[src/shared/area_wait_pkg.sv]
// Purpose: Constants and types for the area 5B wait control and access engine.
// Assumes: Avalon-MM word addressing, 32-bit register data.
// Notes: Lower wait-control bits below bit 7 are not implemented and read as zero.
package area_wait_pkg;
    // Register word indices (byte address is four times the index)
    localparam logic [2:0] REG_WAIT_CTRL = 3'h0;
    localparam logic [2:0] REG_AREA_MODE = 3'h1;
    localparam logic [2:0] REG_EXT_ADDR = 3'h2;
    localparam logic [2:0] REG_EXT_DATA = 3'h3;
    localparam logic [2:0] REG_COMMAND = 3'h4;

    // Wait control field positions
    localparam int MUX_WAIT_POS = 20;
    localparam int WRITE_WAIT_LSB = 16;
    localparam int SETUP_LSB = 11;
    localparam int READ_WAIT_LSB = 7;
    localparam logic [31:0] WAIT_CTRL_MASK = 32'h0017_1f80;

    // Values after reset
    localparam logic [3:0] READ_WAIT_RESET = 4'ha;
    localparam logic [2:0] WRITE_WAIT_RESET = 3'h0;
    localparam logic [1:0] SETUP_RESET = 2'h0;
    localparam logic MUX_WAIT_RESET = 1'b0;

    // Area mode and command bits
    localparam int MODE_MUX_POS = 0;
    localparam int MODE_EXT_WAIT_POS = 1;
    localparam int CMD_READ_POS = 0;
    localparam int CMD_WRITE_POS = 1;
    localparam int STAT_BUSY_POS = 0;

    // Cycle counts
    localparam logic [4:0] PROHIBITED_WAIT = 5'h18;
    localparam logic [4:0] MUX_ADDR_WAIT_CYCLES = 5'h01;

    typedef struct packed {
        logic mux_addr_wait;
        logic [2:0] write_wait;
        logic [1:0] strobe_setup;
        logic [3:0] read_wait;
    } wait_ctrl_t;

    typedef enum logic [2:0] {
        ST_IDLE = 3'b000,
        ST_ADDR = 3'b001,
        ST_AWAIT = 3'b011,
        ST_SETUP = 3'b010,
        ST_STROBE = 3'b110,
        ST_HOLD = 3'b111
    } access_state_t;
endpackage

[src/design/pin_sync3.sv]
// Purpose: Three-stage input synchroniser with agreement filter, one lane per bit.
// Assumes: Inputs are asynchronous pins.
// Notes: A change is accepted once stages two and three agree.
`timescale 1ns/10ps
module pin_sync3 #(
    parameter int WIDTH = 1
) (
    input wire logic mclk, // System clock
    input wire logic resetn, // Async reset, active low
    input wire logic [WIDTH-1:0] pin_in, // Raw pin levels
    input wire logic [WIDTH-1:0] reset_level, // Level shown after reset
    output logic [WIDTH-1:0] level_out // Filtered level
);
    generate
        for (genvar i = 0; i < WIDTH; i++) begin : g_lane
            logic s1_q;
            logic s2_q;
            logic s3_q;
            logic seen_q;
            always_ff @(posedge mclk or negedge resetn) begin
                if (!resetn) begin
                    s1_q <= 1'b1;
                    s2_q <= 1'b1;
                    s3_q <= 1'b1;
                    seen_q <= 1'b0;
                end else begin
                    s1_q <= pin_in[i];
                    s2_q <= s1_q;
                    s3_q <= s2_q;
                    seen_q <= 1'b1;
                end
            end
            logic out_q;
            // Reset level is caught by a clocked process, not the async branch
            always_ff @(posedge mclk) begin
                if (!seen_q) begin
                    out_q <= reset_level[i];
                end else if (s2_q == s3_q) begin
                    out_q <= s3_q;
                end
            end
            assign level_out[i] = out_q;
        end
    endgenerate
endmodule // pin_sync3

[src/design/area_bus_wait_control.sv]
// Purpose: Area 5B wait control register and external access engine on Avalon-MM.
// Assumes: mclk at 10 MHz; external device answers within the programmed waits.
// Notes: Strobes come from falling-edge flops to give half-cycle setup.
//
// Our own choices: the register addresses and the Avalon-MM slave port.
`timescale 1ns/10ps
module area_bus_wait_control
    import area_wait_pkg::*;
#(
    parameter int AW = 16,
    parameter int DW = 16
) (
    input wire logic mclk, // System clock
    input wire logic resetn, // Async reset, active low
    input wire logic [2:0] avs_address, // Word index
    input wire logic avs_read, // Read request
    input wire logic avs_write, // Write request
    input wire logic [31:0] avs_writedata, // Write data
    output logic [31:0] avs_readdata, // Read data
    output logic avs_waitrequest, // Stall, high until answer
    output logic [AW-1:0] ext_addr, // External address
    output logic area_select_n, // Area chip select, low active
    output logic ext_ale, // Address latch enable (mux mode)
    output logic ext_rd_n, // Read strobe, low active
    output logic ext_we_n, // Write strobe, low active
    output logic [DW-1:0] ext_data_out, // Data/address bus out
    output logic ext_data_oe, // Data bus output enable
    input wire logic [DW-1:0] ext_data_in, // Data bus in
    input wire logic ext_wait_n // External wait pin, low active
);
    // Refuse widths the register word and the data path cannot carry
    if (AW < 1 || AW > 32 || DW < AW || DW > 32) begin : g_bad_width
        $error("area_bus_wait_control: unsupported AW/DW");
    end

    wait_ctrl_t wcr_q;
    logic mux_mode_q, ext_wait_en_q;
    logic [AW-1:0] addr_reg_q;
    logic [DW-1:0] wdata_q, rdata_q;
    logic is_write_q;
    access_state_t state_q, state_d;
    logic [4:0] cnt_q, cnt_d;
    logic wait_q;

    // Bus slave: one wait cycle, answer on the second edge
    wire req = avs_read | avs_write;
    wire accept = req & wait_q;
    wire do_write = avs_write & wait_q;
    wire busy = (state_q != ST_IDLE);
    wire sel_wcr = (avs_address == REG_WAIT_CTRL);
    wire sel_mode = (avs_address == REG_AREA_MODE);
    wire sel_addr = (avs_address == REG_EXT_ADDR);
    wire sel_data = (avs_address == REG_EXT_DATA);
    wire sel_cmd = (avs_address == REG_COMMAND);
    wire start_rd = do_write & sel_cmd & avs_writedata[CMD_READ_POS] & ~busy;
    wire start_wr = do_write & sel_cmd & avs_writedata[CMD_WRITE_POS] & ~busy
                    & ~avs_writedata[CMD_READ_POS];
    wire start = start_rd | start_wr;

    wire [31:0] wcr_word = ({11'h000, wcr_q.mux_addr_wait, 1'b0, wcr_q.write_wait, 3'h0,
                             wcr_q.strobe_setup, wcr_q.read_wait, 7'h00})
                           & WAIT_CTRL_MASK;
    wire [31:0] rd_mux = sel_wcr ? wcr_word :
                         sel_mode ? {30'h0, ext_wait_en_q, mux_mode_q} :
                         sel_addr ? {{(32-AW){1'b0}}, addr_reg_q} :
                         sel_data ? {{(32-DW){1'b0}}, rdata_q} :
                         sel_cmd ? {31'h0, busy} : 32'h0;

    always_ff @(posedge mclk or negedge resetn) begin
        if (!resetn) begin
            wait_q <= 1'b1;
            avs_readdata <= 32'h0;
        end else begin
            wait_q <= ~accept;
            if (avs_read & wait_q) begin
                avs_readdata <= rd_mux;
            end
        end
    end
    assign avs_waitrequest = wait_q;

    always_ff @(posedge mclk or negedge resetn) begin
        if (!resetn) begin
            wcr_q <= '{MUX_WAIT_RESET, WRITE_WAIT_RESET, SETUP_RESET, READ_WAIT_RESET};
            mux_mode_q <= 1'b0;
            ext_wait_en_q <= 1'b0;
            addr_reg_q <= '0;
            wdata_q <= '0;
        end else if (do_write) begin
            if (sel_wcr) begin
                wcr_q.mux_addr_wait <= avs_writedata[MUX_WAIT_POS];
                wcr_q.write_wait <= avs_writedata[WRITE_WAIT_LSB +: 3];
                wcr_q.strobe_setup <= avs_writedata[SETUP_LSB +: 2];
                wcr_q.read_wait <= avs_writedata[READ_WAIT_LSB +: 4];
            end
            if (sel_mode) begin
                mux_mode_q <= avs_writedata[MODE_MUX_POS];
                ext_wait_en_q <= avs_writedata[MODE_EXT_WAIT_POS];
            end
            if (sel_addr) begin
                addr_reg_q <= avs_writedata[AW-1:0];
            end
            if (sel_data) begin
                wdata_q <= avs_writedata[DW-1:0];
            end
        end
    end

    // Wait count lookup; prohibited codes fall back to the longest wait
    logic [4:0] read_waits;
    always_comb begin
        case (wcr_q.read_wait)
            4'h0, 4'h1, 4'h2, 4'h3, 4'h4, 4'h5, 4'h6: read_waits = {1'b0, wcr_q.read_wait};
            4'h7: read_waits = 5'h08;
            4'h8: read_waits = 5'h0a;
            4'h9: read_waits = 5'h0c;
            4'ha: read_waits = 5'h0e;
            4'hb: read_waits = 5'h12;
            4'hc: read_waits = 5'h18;
            default: read_waits = PROHIBITED_WAIT;
        endcase
    end
    wire [4:0] write_waits = (wcr_q.write_wait == 3'h0) ? read_waits :
                             {2'b00, wcr_q.write_wait - 3'h1};
    wire [4:0] access_waits = is_write_q ? write_waits : read_waits;

    logic ext_wait_lvl;
    pin_sync3 #(.WIDTH(1)) u_wait_sync (
        .mclk(mclk),
        .resetn(resetn),
        .pin_in(ext_wait_n),
        .reset_level(1'b1),
        .level_out(ext_wait_lvl)
    );
    wire ext_hold = ext_wait_en_q & ~ext_wait_lvl;

    // Setup entry: code 0 goes straight to the strobe phase
    wire setup_zero = (wcr_q.strobe_setup == 2'h0);
    wire [4:0] setup_cnt = {3'h0, wcr_q.strobe_setup - 2'h1};
    wire [4:0] strobe_cnt = is_write_q ? write_waits : read_waits;

    always_comb begin
        state_d = state_q;
        cnt_d = cnt_q;
        case (state_q)
            ST_IDLE: begin
                if (start) begin
                    state_d = mux_mode_q ? ST_ADDR : (setup_zero ? ST_STROBE : ST_SETUP);
                    cnt_d = setup_zero ? (start_wr ? write_waits : read_waits) : setup_cnt;
                end
            end
            ST_ADDR: begin
                if (wcr_q.mux_addr_wait) begin
                    state_d = ST_AWAIT;
                    cnt_d = MUX_ADDR_WAIT_CYCLES - 5'h01;
                end else begin
                    state_d = setup_zero ? ST_STROBE : ST_SETUP;
                    cnt_d = setup_zero ? strobe_cnt : setup_cnt;
                end
            end
            ST_AWAIT: begin
                if (cnt_q == 5'h0) begin
                    state_d = setup_zero ? ST_STROBE : ST_SETUP;
                    cnt_d = setup_zero ? strobe_cnt : setup_cnt;
                end else begin
                    cnt_d = cnt_q - 5'h01;
                end
            end
            ST_SETUP: begin
                if (cnt_q == 5'h0) begin
                    state_d = ST_STROBE;
                    cnt_d = access_waits;
                end else begin
                    cnt_d = cnt_q - 5'h01;
                end
            end
            ST_STROBE: begin
                if (cnt_q != 5'h0) begin
                    cnt_d = cnt_q - 5'h01;
                end else if (!ext_hold) begin
                    state_d = ST_HOLD;
                end
            end
            ST_HOLD: state_d = ST_IDLE;
            default: state_d = ST_IDLE;
        endcase
    end

    wire is_write_next = start ? start_wr : is_write_q;
    wire cs_d = (state_d != ST_IDLE);
    wire ale_d = (state_d == ST_ADDR);
    wire oe_d = ale_d | (cs_d & is_write_next);
    wire capture = (state_q == ST_STROBE) & (state_d == ST_HOLD) & ~is_write_q;
    // Address is zero-extended onto the shared bus during the latch cycle
    wire [DW-1:0] bus_d = ale_d ? DW'(addr_reg_q) : wdata_q;

    always_ff @(posedge mclk or negedge resetn) begin
        if (!resetn) begin
            state_q <= ST_IDLE;
            cnt_q <= 5'h0;
            is_write_q <= 1'b0;
            area_select_n <= 1'b1;
            ext_ale <= 1'b0;
            ext_data_oe <= 1'b0;
            ext_data_out <= '0;
            ext_addr <= '0;
            rdata_q <= '0;
        end else begin
            state_q <= state_d;
            cnt_q <= cnt_d;
            is_write_q <= is_write_next;
            area_select_n <= ~cs_d;
            ext_ale <= ale_d;
            ext_data_oe <= oe_d;
            ext_data_out <= bus_d;
            ext_addr <= start ? addr_reg_q : ext_addr;
            if (capture) begin
                rdata_q <= ext_data_in;
            end
        end
    end

    // Strobes follow the strobe state half a cycle late, off the falling edge
    always_ff @(negedge mclk or negedge resetn) begin
        if (!resetn) begin
            ext_rd_n <= 1'b1;
            ext_we_n <= 1'b1;
        end else begin
            ext_rd_n <= ~((state_q == ST_STROBE) & ~is_write_q);
            ext_we_n <= ~((state_q == ST_STROBE) & is_write_q);
        end
    end
endmodule // area_bus_wait_control

[config.mk]
export PLATFORM = sky130hd
export DESIGN_NAME = area_bus_wait_control
export DESIGN_NICKNAME = d
export VERILOG_FILES = /design/src/shared/area_wait_pkg.sv /design/src/design/pin_sync3.sv /design/src/design/area_bus_wait_control.sv
export SDC_FILE = /design/constraint.sdc
export NUM_CORES = 1
export LEC_CHECK = 0
export ABC_AREA = 1
export BUFFER_PORTS_ARGS = -buffer_cell sky130_fd_sc_hd__buf_2
export CORE_AREA = 3 3 114 116
export CTS_BUF_LIST = sky130_fd_sc_hd__clkbuf_8
export DETAILED_ROUTE_END_ITERATION = 10
export DIE_AREA = 0 0 117 119
export GPL_TIMING_DRIVEN = 0
export HOLD_SLACK_MARGIN = 0.02
export PLACE_DENSITY = 0.72
export SLEW_MARGIN = 10
export SYNTH_ARGS = -nofsm -noshare
export SYNTH_HDL_FRONTEND = slang
export SYNTH_HIERARCHICAL = 1
export SYNTH_SLANG_ARGS = --single-unit
[constraint.sdc]
create_clock -name mclk -period 2.8 [get_ports mclk]
set_input_delay 0.28 -clock mclk [delete_from_list [all_inputs] [get_ports mclk]]
set_output_delay 0.28 -clock mclk [all_outputs]
set_load 0.02 [all_outputs]
* After elaboration in Yosys (flattened, before gate mapping)
Index checks and enable logic that the tools add are counted.
Widths: inputs -> output; s select.
** Storage, ports and cells
- Register bits after elaboration :: 144
- Output and inout port bits :: 70
- Logic and storage cells :: 123
** Operators by class
- Add/subtract/negate cells :: 3
- Equal/unequal tests :: 24
- Muxes and demuxes :: 28
- Bitwise logic cells :: 26
- Reductions and logical operators :: 16
** Operator list (number)
- $mux 16 :: 4
- $mux 5 :: 10
- $pmux 5 s6 :: 1
- $pmux 5 s5 :: 1
- $mux 3 :: 8
- $mux 21 :: 1
- $eq 4x3->1 const B :: 4
- $eq 4x4->1 const B :: 4
- $and 1x1->1 :: 15
- $pmux 3 s5 :: 1
- $eq 3x2->1 const B :: 4
- $reduce_bool 5->1 :: 2
- $eq 3x1->1 const B :: 3
- $eq 3x3->1 const B :: 3
- $logic_not 3->1 :: 3
- $eq 4x2->1 const B :: 2
- $not 1->1 :: 8
- $reduce_and 2->1 :: 4
- $reduce_or 7->1 :: 1
- $reduce_bool 3->1 :: 2
- $logic_not 5->1 :: 1
- $sub 5x1->5 const B :: 1
- $eq 4x1->1 const B :: 1
- $logic_not 4->1 :: 1
- 8 further kinds :: 12

* Logic depth before layout (Yosys ltp)
- Depth after elaboration :: 11
- Mapped depth :: 12
- Depth with buffers taken out :: 12

* Modules after synthesis
The synthesis kept the hierarchy.
** Modules (own cells, without submodules)
- area_bus_wait_control :: times used 1, cells an instance 630, area an instance 5696.7 um^2
- pin_sync3 :: times used 1, cells an instance 14, area an instance 170.2 um^2

==> impl_metrics.tcl <==
set metrics [dict create \
    die_height_um 119 \
    cpMaxStageDelayCell "dfstp_2" \
    worst_r2r_endpoint "ext_rd_n$_DFF_NN1_" \
    cts_root_buffer "clkbuf_8" \
    io_pins 126 \
    synth_area_in_compound_gates_pct 13.93 \
    cts_max_path_buffers 2 \
    wl_per_cell_um 16.38 \
    overflow 0 \
    synth-xor-area-share_pct 0.5971 \
    synth_seq_area_share_pct 56.58 \
    synthAdderAreaFrac_pct 0.8531 \
    ant_nets 0 \
    syn_area_per_cell_um2 9.110 \
    finClkSkew_ns 0.01299 \
    class_of_the_most_critical_hold_timing_path "in2reg" \
    numClockSinks 132 \
    crit_fanout 1 \
    place_inst 904 \
    report.power.total_w 0.006544 \
    crit_buf_inv 1 \
    run_status "finished, final reports clean" \
    die-area_um2 13920 \
    design.core.area_um2 12010 \
    layoutNonFillerInstCount 939 \
    rsz0062_at_grt "false" \
    relSlewSlack_pct 64.38 \
    detailedRoute.firstPassIterationCount 5 \
    crit_chain "buf_4" \
    worst_path_required_ns 2.52 \
    avgViaCountPerCell 5.198 \
    numCtsBuffers 17 \
    syn-cell-area_um2 5867 \
    synth-simple-area-share_pct 16.02 \
    start_kind "flop" \
    number_of_enable_type_register_cells_in_the_synthesized_netlist 1 \
    grt_max_degree 85 \
    finish.utilization_pct 59.07 \
    cts_tree "yes" \
    cp_data_arrival_time_ns 2.47 \
    post_synth_mux_area_share_pct 3.135 \
    gp_routability_congestion 0.9355 \
    synth-async-reset-ratio_pct 99.24 \
    layout_common_cells "nand2_1 (161), dfrtp_1 (122), buf_2 (103)" \
    clk_latency_ns 0.45 \
    finalHoldViolCount 0 \
    placement.setup.worst_slack_ns 0.4727 \
    final_max_slew_viol_count 0 \
    worst_path_largest_cell_delay_ns 0.51 \
    synth.distinct_cells 39 \
    worstHoldEndpoint "rdata_q[0]$_DFFE_PN0P_" \
    htree_num_levels 4 \
    worst-r2r-cell-count 4 \
    startpoint_of_the_tightest_hold_check_path "ext_data_in[0]" \
    placedInstanceArea_um2 6631 \
    grt.total_usage_pct 23.01 \
    design_area_um2 7096 \
    hpwl_um 11580 \
    min_delay_path_depth 3 \
    maxCapViolations 0 \
    floorplan.initialDensity_pct 48.84 \
    port_buffers 101 \
    grt_antenna_before_repair 0 \
    critPathCaptureType "output pin" \
    post_route_cells_drive_above_1_share_pct 24.24 \
    final_common_cell "nand2_1" \
    yosys_register_bits 132 \
    worst_slew_pin_slew_ns 0.5342 \
    powerDensity_nw_per_um2 922.2 \
    synthCells 644 \
    grt_first_pass_wirelength_um 24470 \
    syn_to_final_growth_pct 20.94 \
    first_global_vias 4790 \
    worst_setup_hold_path_clk_slew_ns 0.07 \
    num_vias 4881 \
    antenna-diode-count 0 \
    combinational_family_with_the_most_area_after_synthesis "simple AND/OR/NAND/NOR gates" \
    critical_path_class "reg2out" \
    drt_wl_total_um 15380 \
    setup_viol 0 \
    die-width_um 117 \
    timing.critical_path.max_delay_family "flip-flops" \
    static-leakage-power_nw 3.742 \
    synth.yosys.warnings 6 \
    post-route-drc-count 0 \
    vdd_ir_drop_max_v 0.0005096 \
    post_cts.repair.setup_buffers 0 \
    number_of_rows_created_at_floorplan 40 \
    postLayoutSetupSlackWorst_ns 0.04508 \
    r2r_setup_slack_ns 0.51 \
    yosys_most_used_dff "dfrtp_1" \
    drtIter0Drc 602 \
    rr_startpoint "state_q[0]$_DFF_PN0_" \
    final_net_count 839 \
]
-- repair_timing --
| item | CTS | global route |
|---|---|---|
| endpoints found under the setup margin | 0 | 2 |
| hold buffers | 2 | 0 |
| endpoints found under the hold margin | 40 | 0 |
| resized for setup | 0 | 2 |
-- through the flow --
stage	TNS [ns]	hold WS [ns]
after floorplan	0	-0.01559
after global placement	-21.64	0.3461
after detailed placement	0	0.2445
after CTS	0	0.02216
after global routing	0	0.04047
final	0	0.04170
-- final cells by class --
type / instances / area [um2]
inverter: 77 / 289.0
buffer: 34 / 217.7
clock inverter: 16 / 195.2
multi-input combinational: 411 / 2078
sequential: 132 / 3319
fill: 1037 / 4916
timing repair buffer: 104 / 564.3
tap: 147 / 183.9
clock buffer: 18 / 247.7
-- synthesized netlist by cell type (6+ instances only) --
cell type	count	area share, %
a21oi_1	14	1.2
a22oi_1	12	1.5
buf_4	12	1.5
clkbuf_1	13	0.83
dfrtp_1	122	52
dfstp_2	9	4.0
inv_1	72	4.6
inv_2	6	0.38
mux2_4	10	2.6
nand2_1	161	10
nand3_1	27	2.3
nor2_1	21	1.3
o21ai_0	83	7.1
o21ai_1	27	2.3
-- logic make-up after synthesis --
logic type	after synthesis
fa+ha+maj	4
buf+inv	112
xor+xnor	4
flops	132
other cells	3
simple gates	225
compound gates	151
mux	13
-- where the power goes --
part           internal [W]  switching, W
combinational      0.000702       0.00129
sequential          0.00243      0.000366
clock              0.000994      0.000761
-- worst max path at each step --
stage | depth (start not counted) | startpoint | endpoint | slack [ns]
final | 1 | ext_rd_n$_DFF_NN1_ | ext_rd_n | 0.05
after global routing | 1 | ext_rd_n$_DFF_NN1_ | ext_rd_n | 0.009
after CTS | 1 | ext_rd_n$_DFF_NN1_ | ext_rd_n | 0.002
after detailed placement | 1 | ext_rd_n$_DFF_NN1_ | ext_rd_n | 0.47
after global placement | 1 | resetn | ext_we_n$_DFF_NN1_ | -0.87
after floorplan | 0 | ext_rd_n$_DFF_NN1_ | ext_rd_n | 0.57
-- layer usage --
metal	GRT usage, %	vias to the layer above	wire, um
met5	0	-	0
met2	34.28	189	7031
met4	7.599	0	280
met3	5.234	19	1009
li1	-	2336	-
met1	33.33	2337	7060
-- state kept, by name, summed over array words and instances, names as in the netlist, 3 cells and up --
| register | flops |
|---|---|
| avs_readdata | 20 |
| state_q | 3 |
| wcr_q | 10 |
| cnt_q | 5 |
| wdata_q | 16 |
| ext_addr | 16 |
| ext_data_out | 16 |
| rdata_q | 16 |
| addr_reg_q | 16 |
Note: power is estimated with default switching activity, not from simulation.
